### src/design/aoc_pkg.sv
// Constants, register map and state types for the automatic block control.
// Assumes one clock (MCLK, 20 MHz) and a synchronous active-high reset.
package aoc_pkg;
  // Register port widths
  localparam int AW = 4;
  localparam int DW = 8;
  // Register byte offsets
  localparam logic [AW-1:0] CTRL_OFS = 4'h0;
  localparam logic [AW-1:0] STAT_OFS = 4'h4;
  // Control register layout and reset value
  localparam int            RAPID_DRY_BIT = 0;
  localparam logic [DW-1:0] CTRL_RST      = 8'h00;
  // Status register layout
  localparam int STAT_STATE_LSB = 0;
  localparam int STAT_HALT_BIT  = 4;
  localparam int STAT_STRB_BIT  = 5;
  localparam int STAT_RST_BIT   = 6;
  localparam int STAT_RWD_BIT   = 7;
  // Manual feedrate code width (weights 1 to 16)
  localparam int FCODE_W = 5;
  // Delay from rewind reset to in-reset status
  localparam int CLK_HZ        = 20000000;
  localparam int RST_DELAY_MS  = 500;
  localparam int RST_DELAY_CYC = RST_DELAY_MS * (CLK_HZ / 1000);

  typedef enum logic [2:0] {
    ST_IDLE  = 3'h0,
    ST_START = 3'h1,
    ST_RUN   = 3'h3,
    ST_INPOS = 3'h2,
    ST_MSTW  = 3'h6,
    ST_HALT  = 3'h4,
    ST_DECEL = 3'h7,
    ST_RSTW  = 3'h5
  } aoc_state_type;

  typedef enum logic [1:0] {
    MOT_NONE = 2'h0,
    MOT_POS  = 2'h1,
    MOT_CUT  = 2'h2
  } aoc_motion_type;

  typedef enum logic [1:0] {
    FEED_PROG   = 2'h0,
    FEED_MAXCUT = 2'h1,
    FEED_MANUAL = 2'h2,
    FEED_RAPID  = 2'h3
  } aoc_feed_type;
endpackage

### src/design/aoc_block_ctrl.sv
// Automatic-operation block sequencer: stepping, start interlocks, dry run,
// in-position stop and the three reset inputs.
// Assumes all inputs synchronous to MCLK; block descriptors held stable
// by the execution core from BLOCK_START until the block ends.
`timescale 1ns/10ps
module aoc_block_ctrl #(
  parameter int RST_DLY_CYC = aoc_pkg::RST_DELAY_CYC
) (
  input  wire logic                       MCLK,
  input  wire logic                       SYS_RST,
  input  wire logic [aoc_pkg::AW-1:0]     REG_ADDR,
  input  wire logic [aoc_pkg::DW-1:0]     REG_WDATA,
  input  wire logic                       REG_WR,
  input  wire logic                       REG_RD,
  output logic      [aoc_pkg::DW-1:0]     REG_RDATA,
  input  wire logic                       SINGLE_STEP_REQUEST,
  input  wire logic                       CYCLE_START_REQUEST,
  input  wire logic                       BLOCK_START_PERMIT_N,
  input  wire logic                       CUTTING_START_PERMIT_N,
  input  wire logic                       DRY_RUN_SELECT,
  input  wire logic                       RAPID_TRAVERSE_SELECT,
  input  wire logic                       MANUAL_OVERRIDE_VALID,
  input  wire logic [aoc_pkg::FCODE_W-1:0] MANUAL_FEEDRATE_CODE,
  input  wire logic                       INPOSITION_CHECK_REQUEST,
  input  wire logic                       SOFT_RESET_REQUEST,
  input  wire logic                       MODAL_INIT_RESET_REQUEST,
  input  wire logic                       RESET_AND_REWIND_REQUEST,
  input  wire logic                       FUNCTION_FINISH_FALLING,
  input  wire logic                       FUNCTION_FINISH_RISING,
  input  wire logic                       MEMORY_MODE,
  input  wire logic                       MANUAL_MODE,
  input  wire logic                       BLK_VALID,
  input  wire logic [1:0]                 BLK_MOTION,
  input  wire logic                       BLK_STOP_OK,
  input  wire logic                       BLK_EXACT_STOP,
  input  wire logic                       BLK_MST,
  input  wire logic                       MOTION_DONE,
  input  wire logic                       IN_POSITION,
  input  wire logic                       AXES_STOPPED,
  output logic                            BLOCK_START,
  output logic                            AUTO_ACTIVE,
  output logic                            SINGLE_STOPPED,
  output logic                            FUNC_STROBE,
  output logic      [1:0]                 FEED_SOURCE,
  output logic      [aoc_pkg::FCODE_W-1:0] FEED_CODE,
  output logic                            CUT_OVR_EN,
  output logic                            RAPID_OVR_EN,
  output logic                            AXIS_DECEL,
  output logic                            AXIS_STOP,
  output logic                            IN_RESET,
  output logic                            IN_REWIND,
  output logic                            MODAL_INIT,
  output logic                            OFFSET_CANCEL,
  output logic                            MEM_INDEX,
  output logic                            ALARM_CLEAR,
  output logic                            MCODE_OUT_CLEAR,
  output logic                            MANUAL_INHIBIT
);
  localparam int CW = $clog2(RST_DLY_CYC + 1);

  aoc_pkg::aoc_state_type     state_r;
  aoc_pkg::aoc_state_type     state_nxt;
  logic [aoc_pkg::DW-1:0]     ctrl_r;
  logic [CW-1:0]              dly_cnt_r;
  logic                       sstep_r;
  logic                       cst_r;
  logic                       cst_prv_r;
  logic                       bperm_n_r;
  logic                       cperm_n_r;
  logic                       dry_r;
  logic                       rt_r;
  logic                       manual_override_valid_r;
  logic                       erd_r;
  logic                       soft_r;
  logic                       soft_prv_r;
  logic                       modal_r;
  logic                       modal_prv_r;
  logic                       rrw_r;
  logic                       rrw_prv_r;
  logic                       finf_r;
  logic                       finr_r;
  logic [aoc_pkg::FCODE_W-1:0] fcode_r;
  logic                       strobe_r;
  logic                       strobe_nxt;
  logic                       fin_seen_r;
  logic                       fin_seen_nxt;
  logic                       start_nxt;
  logic                       rwd_r;
  logic                       rrw_rst_r;
  logic                       cst_fall;
  logic                       soft_rise;
  logic                       modal_rise;
  logic                       rrw_rise;
  logic                       rrw_evt;
  logic                       is_cut;
  logic                       perm_ok;
  logic                       need_inpos;
  logic                       fin_any;

  // Halt at block end only where the cycle allows it
  function automatic aoc_pkg::aoc_state_type blk_end(input logic sstep,
                                                     input logic stop_ok);
    blk_end = (sstep && stop_ok) ? aoc_pkg::ST_HALT : aoc_pkg::ST_START;
  endfunction

  // Input sampling; permits reset to 0 so they grant until the first sample after reset
  always_ff @(posedge MCLK) begin
    if (SYS_RST) begin
      sstep_r     <= 1'b0;
      cst_r       <= 1'b0;
      cst_prv_r   <= 1'b0;
      bperm_n_r   <= 1'b0;
      cperm_n_r   <= 1'b0;
      dry_r       <= 1'b0;
      rt_r        <= 1'b0;
      manual_override_valid_r      <= 1'b0;
      erd_r       <= 1'b0;
      soft_r      <= 1'b0;
      soft_prv_r  <= 1'b0;
      modal_r     <= 1'b0;
      modal_prv_r <= 1'b0;
      rrw_r       <= 1'b0;
      rrw_prv_r   <= 1'b0;
      finf_r      <= 1'b0;
      finr_r      <= 1'b0;
      fcode_r     <= '0;
    end else begin
      sstep_r     <= SINGLE_STEP_REQUEST;
      cst_r       <= CYCLE_START_REQUEST;
      cst_prv_r   <= cst_r;
      bperm_n_r   <= BLOCK_START_PERMIT_N;
      cperm_n_r   <= CUTTING_START_PERMIT_N;
      dry_r       <= DRY_RUN_SELECT;
      rt_r        <= RAPID_TRAVERSE_SELECT;
      manual_override_valid_r      <= MANUAL_OVERRIDE_VALID;
      erd_r       <= INPOSITION_CHECK_REQUEST;
      soft_r      <= SOFT_RESET_REQUEST;
      soft_prv_r  <= soft_r;
      modal_r     <= MODAL_INIT_RESET_REQUEST;
      modal_prv_r <= modal_r;
      rrw_r       <= RESET_AND_REWIND_REQUEST;
      rrw_prv_r   <= rrw_r;
      finf_r      <= FUNCTION_FINISH_FALLING;
      finr_r      <= FUNCTION_FINISH_RISING;
      fcode_r     <= MANUAL_FEEDRATE_CODE;
    end
  end

  assign cst_fall   = cst_prv_r & ~cst_r;
  assign soft_rise  = soft_r & ~soft_prv_r;
  assign modal_rise = modal_r & ~modal_prv_r;
  assign rrw_rise   = rrw_r & ~rrw_prv_r;
  assign rrw_evt    = (state_r == aoc_pkg::ST_DECEL) & AXES_STOPPED;
  assign is_cut     = (BLK_MOTION == aoc_pkg::MOT_CUT);
  // Same check for core-made cycle blocks; no pause state entered
  assign perm_ok    = ~bperm_n_r & ~(is_cut & cperm_n_r);
  assign need_inpos = is_cut & (erd_r | BLK_EXACT_STOP);
  assign fin_any    = finf_r | finr_r;

  always_comb begin
    state_nxt    = state_r;
    strobe_nxt   = strobe_r;
    fin_seen_nxt = fin_seen_r;
    start_nxt    = 1'b0;
    case (state_r)
      aoc_pkg::ST_IDLE, aoc_pkg::ST_HALT: begin
        if (cst_fall && !rrw_r) begin
          state_nxt = aoc_pkg::ST_START;
        end
      end
      aoc_pkg::ST_START: begin
        if (!BLK_VALID) begin
          state_nxt = aoc_pkg::ST_IDLE;
        end else if (perm_ok) begin
          start_nxt = 1'b1;
          state_nxt = aoc_pkg::ST_RUN;
        end
      end
      aoc_pkg::ST_RUN: begin
        if (MOTION_DONE) begin
          if (need_inpos) begin
            state_nxt = aoc_pkg::ST_INPOS;
          end else if (BLK_MST) begin
            state_nxt  = aoc_pkg::ST_MSTW;
            strobe_nxt = 1'b1;
          end else begin
            state_nxt = blk_end(sstep_r, BLK_STOP_OK);
          end
        end
      end
      aoc_pkg::ST_INPOS: begin
        if (IN_POSITION) begin
          if (BLK_MST) begin
            state_nxt  = aoc_pkg::ST_MSTW;
            strobe_nxt = 1'b1;
          end else begin
            state_nxt = blk_end(sstep_r, BLK_STOP_OK);
          end
        end
      end
      aoc_pkg::ST_MSTW: begin
        if (fin_any) begin
          strobe_nxt   = 1'b0;
          fin_seen_nxt = 1'b1;
        end else if (fin_seen_r) begin
          fin_seen_nxt = 1'b0;
          state_nxt    = blk_end(sstep_r, BLK_STOP_OK);
        end
      end
      aoc_pkg::ST_DECEL: begin
        if (AXES_STOPPED) begin
          state_nxt = aoc_pkg::ST_RSTW;
        end
      end
      aoc_pkg::ST_RSTW: begin
        if (!rrw_r) begin
          state_nxt = aoc_pkg::ST_IDLE;
        end
      end
      default: begin
        state_nxt = aoc_pkg::ST_IDLE;
      end
    endcase
    // Resets override the sequence (soft and modal not in ST_DECEL or ST_RSTW); rewind wins over the others
    if (rrw_rise) begin
      state_nxt    = aoc_pkg::ST_DECEL;
      strobe_nxt   = 1'b0;
      fin_seen_nxt = 1'b0;
      start_nxt    = 1'b0;
    end else if ((soft_rise || modal_rise) && state_r != aoc_pkg::ST_RSTW
                 && state_r != aoc_pkg::ST_DECEL) begin
      state_nxt    = aoc_pkg::ST_IDLE;
      fin_seen_nxt = 1'b0;
      start_nxt    = 1'b0;
    end
  end

  always_ff @(posedge MCLK) begin
    if (SYS_RST) begin
      state_r    <= aoc_pkg::ST_IDLE;
      strobe_r   <= 1'b0;
      fin_seen_r <= 1'b0;
      BLOCK_START <= 1'b0;
    end else begin
      state_r    <= state_nxt;
      strobe_r   <= strobe_nxt;
      fin_seen_r <= fin_seen_nxt;
      BLOCK_START <= start_nxt;
    end
  end

  // Reset side effects as one-cycle pulses to the core
  always_ff @(posedge MCLK) begin
    if (SYS_RST) begin
      MODAL_INIT      <= 1'b0;
      OFFSET_CANCEL   <= 1'b0;
      MEM_INDEX       <= 1'b0;
      ALARM_CLEAR     <= 1'b0;
      MCODE_OUT_CLEAR <= 1'b0;
      AXIS_STOP       <= 1'b0;
    end else begin
      MODAL_INIT      <= modal_rise | rrw_evt;
      OFFSET_CANCEL   <= modal_rise | rrw_evt;
      MEM_INDEX       <= soft_rise | (rrw_evt & MEMORY_MODE);
      ALARM_CLEAR     <= soft_rise | modal_rise | rrw_evt;
      MCODE_OUT_CLEAR <= soft_rise | modal_rise | rrw_evt;
      AXIS_STOP       <= soft_rise | modal_rise;
    end
  end

  // Rewind status and delayed in-reset; counter saturates at the delay
  always_ff @(posedge MCLK) begin
    if (SYS_RST) begin
      rwd_r     <= 1'b0;
      rrw_rst_r <= 1'b0;
      dly_cnt_r <= '0;
    end else if (!rrw_r) begin
      rwd_r     <= 1'b0;
      rrw_rst_r <= 1'b0;
      dly_cnt_r <= '0;
    end else if (rrw_evt) begin
      rwd_r     <= 1'b1;
      dly_cnt_r <= '0;
    end else if (rwd_r && !rrw_rst_r) begin
      if (dly_cnt_r == CW'(RST_DLY_CYC - 1)) begin
        rrw_rst_r <= 1'b1;
      end
      dly_cnt_r <= dly_cnt_r + 1'b1;
    end
  end

  // Feed selection; dry run only outside manual operation
  always_ff @(posedge MCLK) begin
    if (SYS_RST) begin
      FEED_SOURCE  <= aoc_pkg::FEED_PROG;
      FEED_CODE    <= '0;
      CUT_OVR_EN   <= 1'b0;
      RAPID_OVR_EN <= 1'b0;
    end else begin
      FEED_CODE <= fcode_r;
      if (BLK_MOTION == aoc_pkg::MOT_POS) begin
        if (dry_r && !MANUAL_MODE && ctrl_r[aoc_pkg::RAPID_DRY_BIT]
            && !rt_r) begin
          FEED_SOURCE  <= aoc_pkg::FEED_MANUAL;
          CUT_OVR_EN   <= 1'b0;
          RAPID_OVR_EN <= 1'b0;
        end else begin
          FEED_SOURCE  <= aoc_pkg::FEED_RAPID;
          CUT_OVR_EN   <= 1'b0;
          RAPID_OVR_EN <= 1'b1;
        end
      end else if (dry_r && !MANUAL_MODE) begin
        if (rt_r) begin
          FEED_SOURCE  <= aoc_pkg::FEED_MAXCUT;
          CUT_OVR_EN   <= 1'b0;
          RAPID_OVR_EN <= 1'b0;
        end else begin
          FEED_SOURCE  <= aoc_pkg::FEED_MANUAL;
          CUT_OVR_EN   <= manual_override_valid_r;
          RAPID_OVR_EN <= 1'b0;
        end
      end else begin
        FEED_SOURCE  <= aoc_pkg::FEED_PROG;
        CUT_OVR_EN   <= 1'b1;
        RAPID_OVR_EN <= 1'b0;
      end
    end
  end

  // Register port: unmapped reads return zero, writes ignored
  always_ff @(posedge MCLK) begin
    if (SYS_RST) begin
      ctrl_r    <= aoc_pkg::CTRL_RST;
      REG_RDATA <= '0;
    end else begin
      if (REG_WR && REG_ADDR == aoc_pkg::CTRL_OFS) begin
        ctrl_r <= REG_WDATA;
      end
      REG_RDATA <= '0;
      if (REG_RD) begin
        case (REG_ADDR)
          aoc_pkg::CTRL_OFS: REG_RDATA <= ctrl_r;
          aoc_pkg::STAT_OFS: begin
            REG_RDATA[aoc_pkg::STAT_STATE_LSB +: 3] <= state_r;
            REG_RDATA[aoc_pkg::STAT_HALT_BIT]       <= SINGLE_STOPPED;
            REG_RDATA[aoc_pkg::STAT_STRB_BIT]       <= strobe_r;
            REG_RDATA[aoc_pkg::STAT_RST_BIT]        <= IN_RESET;
            REG_RDATA[aoc_pkg::STAT_RWD_BIT]        <= rwd_r;
          end
          default: REG_RDATA <= '0;
        endcase
      end
    end
  end

  assign FUNC_STROBE    = strobe_r;
  assign IN_REWIND      = rwd_r;
  assign IN_RESET       = soft_r | modal_r | rrw_rst_r;
  assign AXIS_DECEL     = (state_r == aoc_pkg::ST_DECEL);
  assign MANUAL_INHIBIT = rrw_r;
  assign SINGLE_STOPPED = (state_r == aoc_pkg::ST_HALT);
  assign AUTO_ACTIVE    = (state_r == aoc_pkg::ST_START) | (state_r == aoc_pkg::ST_RUN)
                        | (state_r == aoc_pkg::ST_INPOS) | (state_r == aoc_pkg::ST_MSTW);
endmodule

### config.mk
export PLATFORM = sky130hd
export DESIGN_NAME = aoc_block_ctrl
export DESIGN_NICKNAME = d
export VERILOG_FILES = /design/src/design/aoc_pkg.sv /design/src/design/aoc_block_ctrl.sv
export SDC_FILE = /design/constraint.sdc
export NUM_CORES = 1
export LEC_CHECK = 0
export BUFFER_PORTS_ARGS = -buffer_cell sky130_fd_sc_hd__buf_2
export CAP_MARGIN = 40
export CELL_PAD_IN_SITES_DETAIL_PLACEMENT = 1
export CELL_PAD_IN_SITES_GLOBAL_PLACEMENT = 2
export CORE_MARGIN = 4
export CORE_UTILIZATION = 34
export CTS_CLUSTER_DIAMETER = 150
export DETAILED_ROUTE_END_ITERATION = 8
export PLACE_DENSITY = 0.87
export SLEW_MARGIN = 20
export SYNTH_ARGS = -nofsm -noshare
export SYNTH_HDL_FRONTEND = slang
export SYNTH_SLANG_ARGS = --single-unit
### constraint.sdc
create_clock -name MCLK -period 4.15 [get_ports MCLK]
set_clock_uncertainty 0.05 [all_clocks]
set_input_delay 0 -clock MCLK [delete_from_list [all_inputs] [get_ports MCLK]]
set_output_delay 0 -clock MCLK [all_outputs]
set_load 0.1 [all_outputs]
==> flow_summary_export.csv <==
group,metric,value,unit
sta,final-hold-violation-count,1,
power_and_ir_drop,max-vdd-ir-drop,0.000206,V
power_and_ir_drop,p_switching,479,uW
placement,io_buffers,75,
setup_path,worstPathMaxFanout,14,
floorplan,die_x,106,um
sta,slew_violations,0,
outcome,status,"complete, but fails checks",
placement,gp_congestion,0.799,
sta,tightest_slew,0.510,ns
power_and_ir_drop,powerDensity,362,nW/um2
setup_path,worst_r2r_path_depth,5,
placement,place_inst,540,
clocking,clk_pin_slew,0.08,ns
clocking,cts_root_buf,"clkbuf_8",
placement,pre_cts_ws,2.16,ns
synthesis,yosysWarnings,0,
floorplan,dieHeight,106,um
power_and_ir_drop,p_clk_share,32.7,%
synthesis,async_flop_share,0,%
global_routing,grt_pass1_wl,15700,um
power_and_ir_drop,p_leak,1.73,nW
global_routing,busiest_layer,"met2",
setup_path,cp_cell_sequence,"inv_1 -> nor4b_2 -> nor2_1 -> o2111ai_1 -> o211ai_1",
synthesis,ys_seq_area_share,50.5,%
global_routing,use_met2,31.7,%
global_routing,met3_usage,6.80,%
finish,area_growth,33.5,%
finish,final_net_count,514,
synthesis,ys_ff_latch,83,
setup_path,critical_path_class,"flip-flop to flip-flop",
drt,first_iter_violations,134,
floorplan,initial_core_util,35.3,%
floorplan,core-area,9330,um2
global_routing,grt.overflow.total,0,
sta,setup_ws,2.14,ns
clocking,cts_sinks,83,
placement,place_area,3770,um2
floorplan,ios,76,
run,cap_violations,0,
finish,antenna_cells,0,
clocking,cts_max_level,3,
sta,clock.fmax,498,MHz
global_routing,grt_start_max_net_pins,52,
sta,slew_headroom,66.2,%
sta,whs,-0.0122,ns
drt,dr.pass1.iters,4,
synthesis,synth_flop_cell,"dfxtp_1",
global_routing,grt_pass1_vias,3225,
power_and_ir_drop,netSwitchingFraction,30.2,%
power_and_ir_drop,p_int,1.11,mW
setup_path,arrival,2.19,ns
synthesis,syn_area_per_cell,9.43,um2
finish,instances_no_fill,601,
clocking,numCtsBuffers,9,
finish,drive_gt1_share,22.7,%
drt,vias_per_cell,4.81,
power_and_ir_drop,combPwrFrac,14.8,%
synthesis,synth_cell_types,50,
clocking,cts_tree,"done",
worst_hold_path,whs_path_depth,4,
setup_path,cp-end-kind,"flip-flop",
power_and_ir_drop,total_power,1.59,mW
worst_hold_path,hold_path.class,"input port to flip-flop",
synthesis,synth_area,3290,um2
clocking,post_cts_buffers,0,
sta,fin_crit_sh,48.4,%
synthesis,synth_nets,395,
global_routing,antenna_found_initial,0,
synthesis,synth_edf_count,0,
placement,hpwl,6090,um
floorplan,die-area,11300,um2
power_and_ir_drop,p_seq_share,52.6,%
clocking,insertion_delay,0.37,ns
drt,wirelength,9300,um
floorplan,rows,35,
setup_path,slowest_stage,"dfxtp_1",
finish,stdcell_area,4390,um2
global_routing,globalRouteTotalUtil,17.5,%
finish,final_util,47.1,%
outcome,violations,"negative hold slack",
drt,vias,2892,
clocking,cts_resized,0,
drt,antenna_left,0,
global_routing,met1_usage,19.3,%
sta,setup_tns,0,ns
setup_path,required,4.33,ns
drt,wire_per_inst,15.5,um
setup_path,cpPeakStageDelay,0.62,ns
clocking,clk_path_buf_depth,2,
setup_path,worstSetupStartpointType,"flip-flop",
drt,drc,0,
sta,setup_violations,0,
synthesis,syn_inst,349,
sta,rsz0062_at_grt,"no",
sta,finalCriticalPeriod,2.01,ns
## synthesized netlist by cell type, drive strengths merged (3+ instances only)
cell type	count	area, um2
a31oi	3	18.8
inv	4	15.0
nor4b	4	47.6
o211ai	3	22.5
xnor2	6	52.6
and2	5	31.3
o21a	3	22.5
nor4	3	48.8
nand2b	7	43.8
a22oi	8	60.1
xor2	17	149
nor2	42	163
clkbuf	7	27.5
nand4	10	68.8
nand3	17	97.6
buf	7	38.8
dfxtp	83	1660
nor2b	32	200
nor3	5	36.3
a21oi	19	95.1
and3	7	43.8
nand2	27	101
o21ai	5	25.0
## final timing paths
check / from / end / slack [ns]
hold reg to reg: fcode_r[3] / FEED_CODE[3] / 0.39
setup / recovery: state_r[0] / state_r[2] / 2.14
setup reg to reg: state_r[0] / state_r[2] / 2.14
hold / removal: REG_ADDR[2] / REG_RDATA[4] / -0.01
## logic make-up (layout without fill, tap and decap cells)
logic type	count (synthesis)	in the layout	synth area share (%)
fa+ha+maj	1	1	0.380
simple gates	172	172	30.1
compound gates	49	49	9.47
buf+inv	18	141	2.47
xor+xnor	23	23	6.12
flops	83	83	50.5
mux	3	3	0.951
## critical path, delay by kind of cell (launching register included)
| family | cells | cell delay (ns) |
|---|---|---|
| AND/OR/NAND/NOR | 2 | 0.63 |
| buffers and inverters | 1 | 0.27 |
| AO/OA/AOI/OAI | 2 | 0.31 |
| flip-flops | 1 | 0.62 |
## power groups by stage
stage	Combinational [mW]	Sequential, mW	Clock, mW
floorplan	0.106	0.897	0
global placement	0.203	0.852	0
detailed placement	0.205	0.854	0
CTS	0.231	0.835	0.535
global route	0.252	0.839	0.570
finish	0.234	0.835	0.519
## sequential cells by signal, indices dropped and copies added (netlist names), 2 cells and up
signal	cells
ctrl_r	8
FEED_SOURCE	2
state_r	3
FEED_CODE	5
REG_RDATA	8
fcode_r	5
dly_cnt_r	24
## routing by layer
layer	vias up	wire length [um]	part of all wire, %
met5	-	0	0
li1	1434	-	-
met3	7	481	5.2
met1	1389	3820	41
met4	0	86	0.92
met2	62	4920	53
## cell type report
type	instances	area, um2
repair buffers	122	841
inverters	4	15.0
fillers	1090	4940
multi-input cells	248	1550
clock inverters	6	42.5
clock buffers	9	124
well taps	129	161
flip-flops and latches	83	1660
## cells in the final DEF (no fill, tap or decap), drive strengths merged, types with 7 or more instances in the layout
cell	Yosys	routed
and3	7	7
xor2	17	17
dfxtp	83	83
nand4	10	10
a21oi	19	19
dlygate4sd3	0	43
clkbuf	7	10
a22oi	8	8
nor2b	32	32
nand2	27	27
nand3	17	17
nor2	42	42
nand2b	7	7
buf	7	78
## timing repair
| action | CTS | global route |
|---|---|---|
| endpoints found under the hold margin | 36 | 0 |
| hold buffers | 43 | 0 |
| setup endpoints to repair | 0 | 0 |
Note: power is estimated with default switching activity, not from simulation.
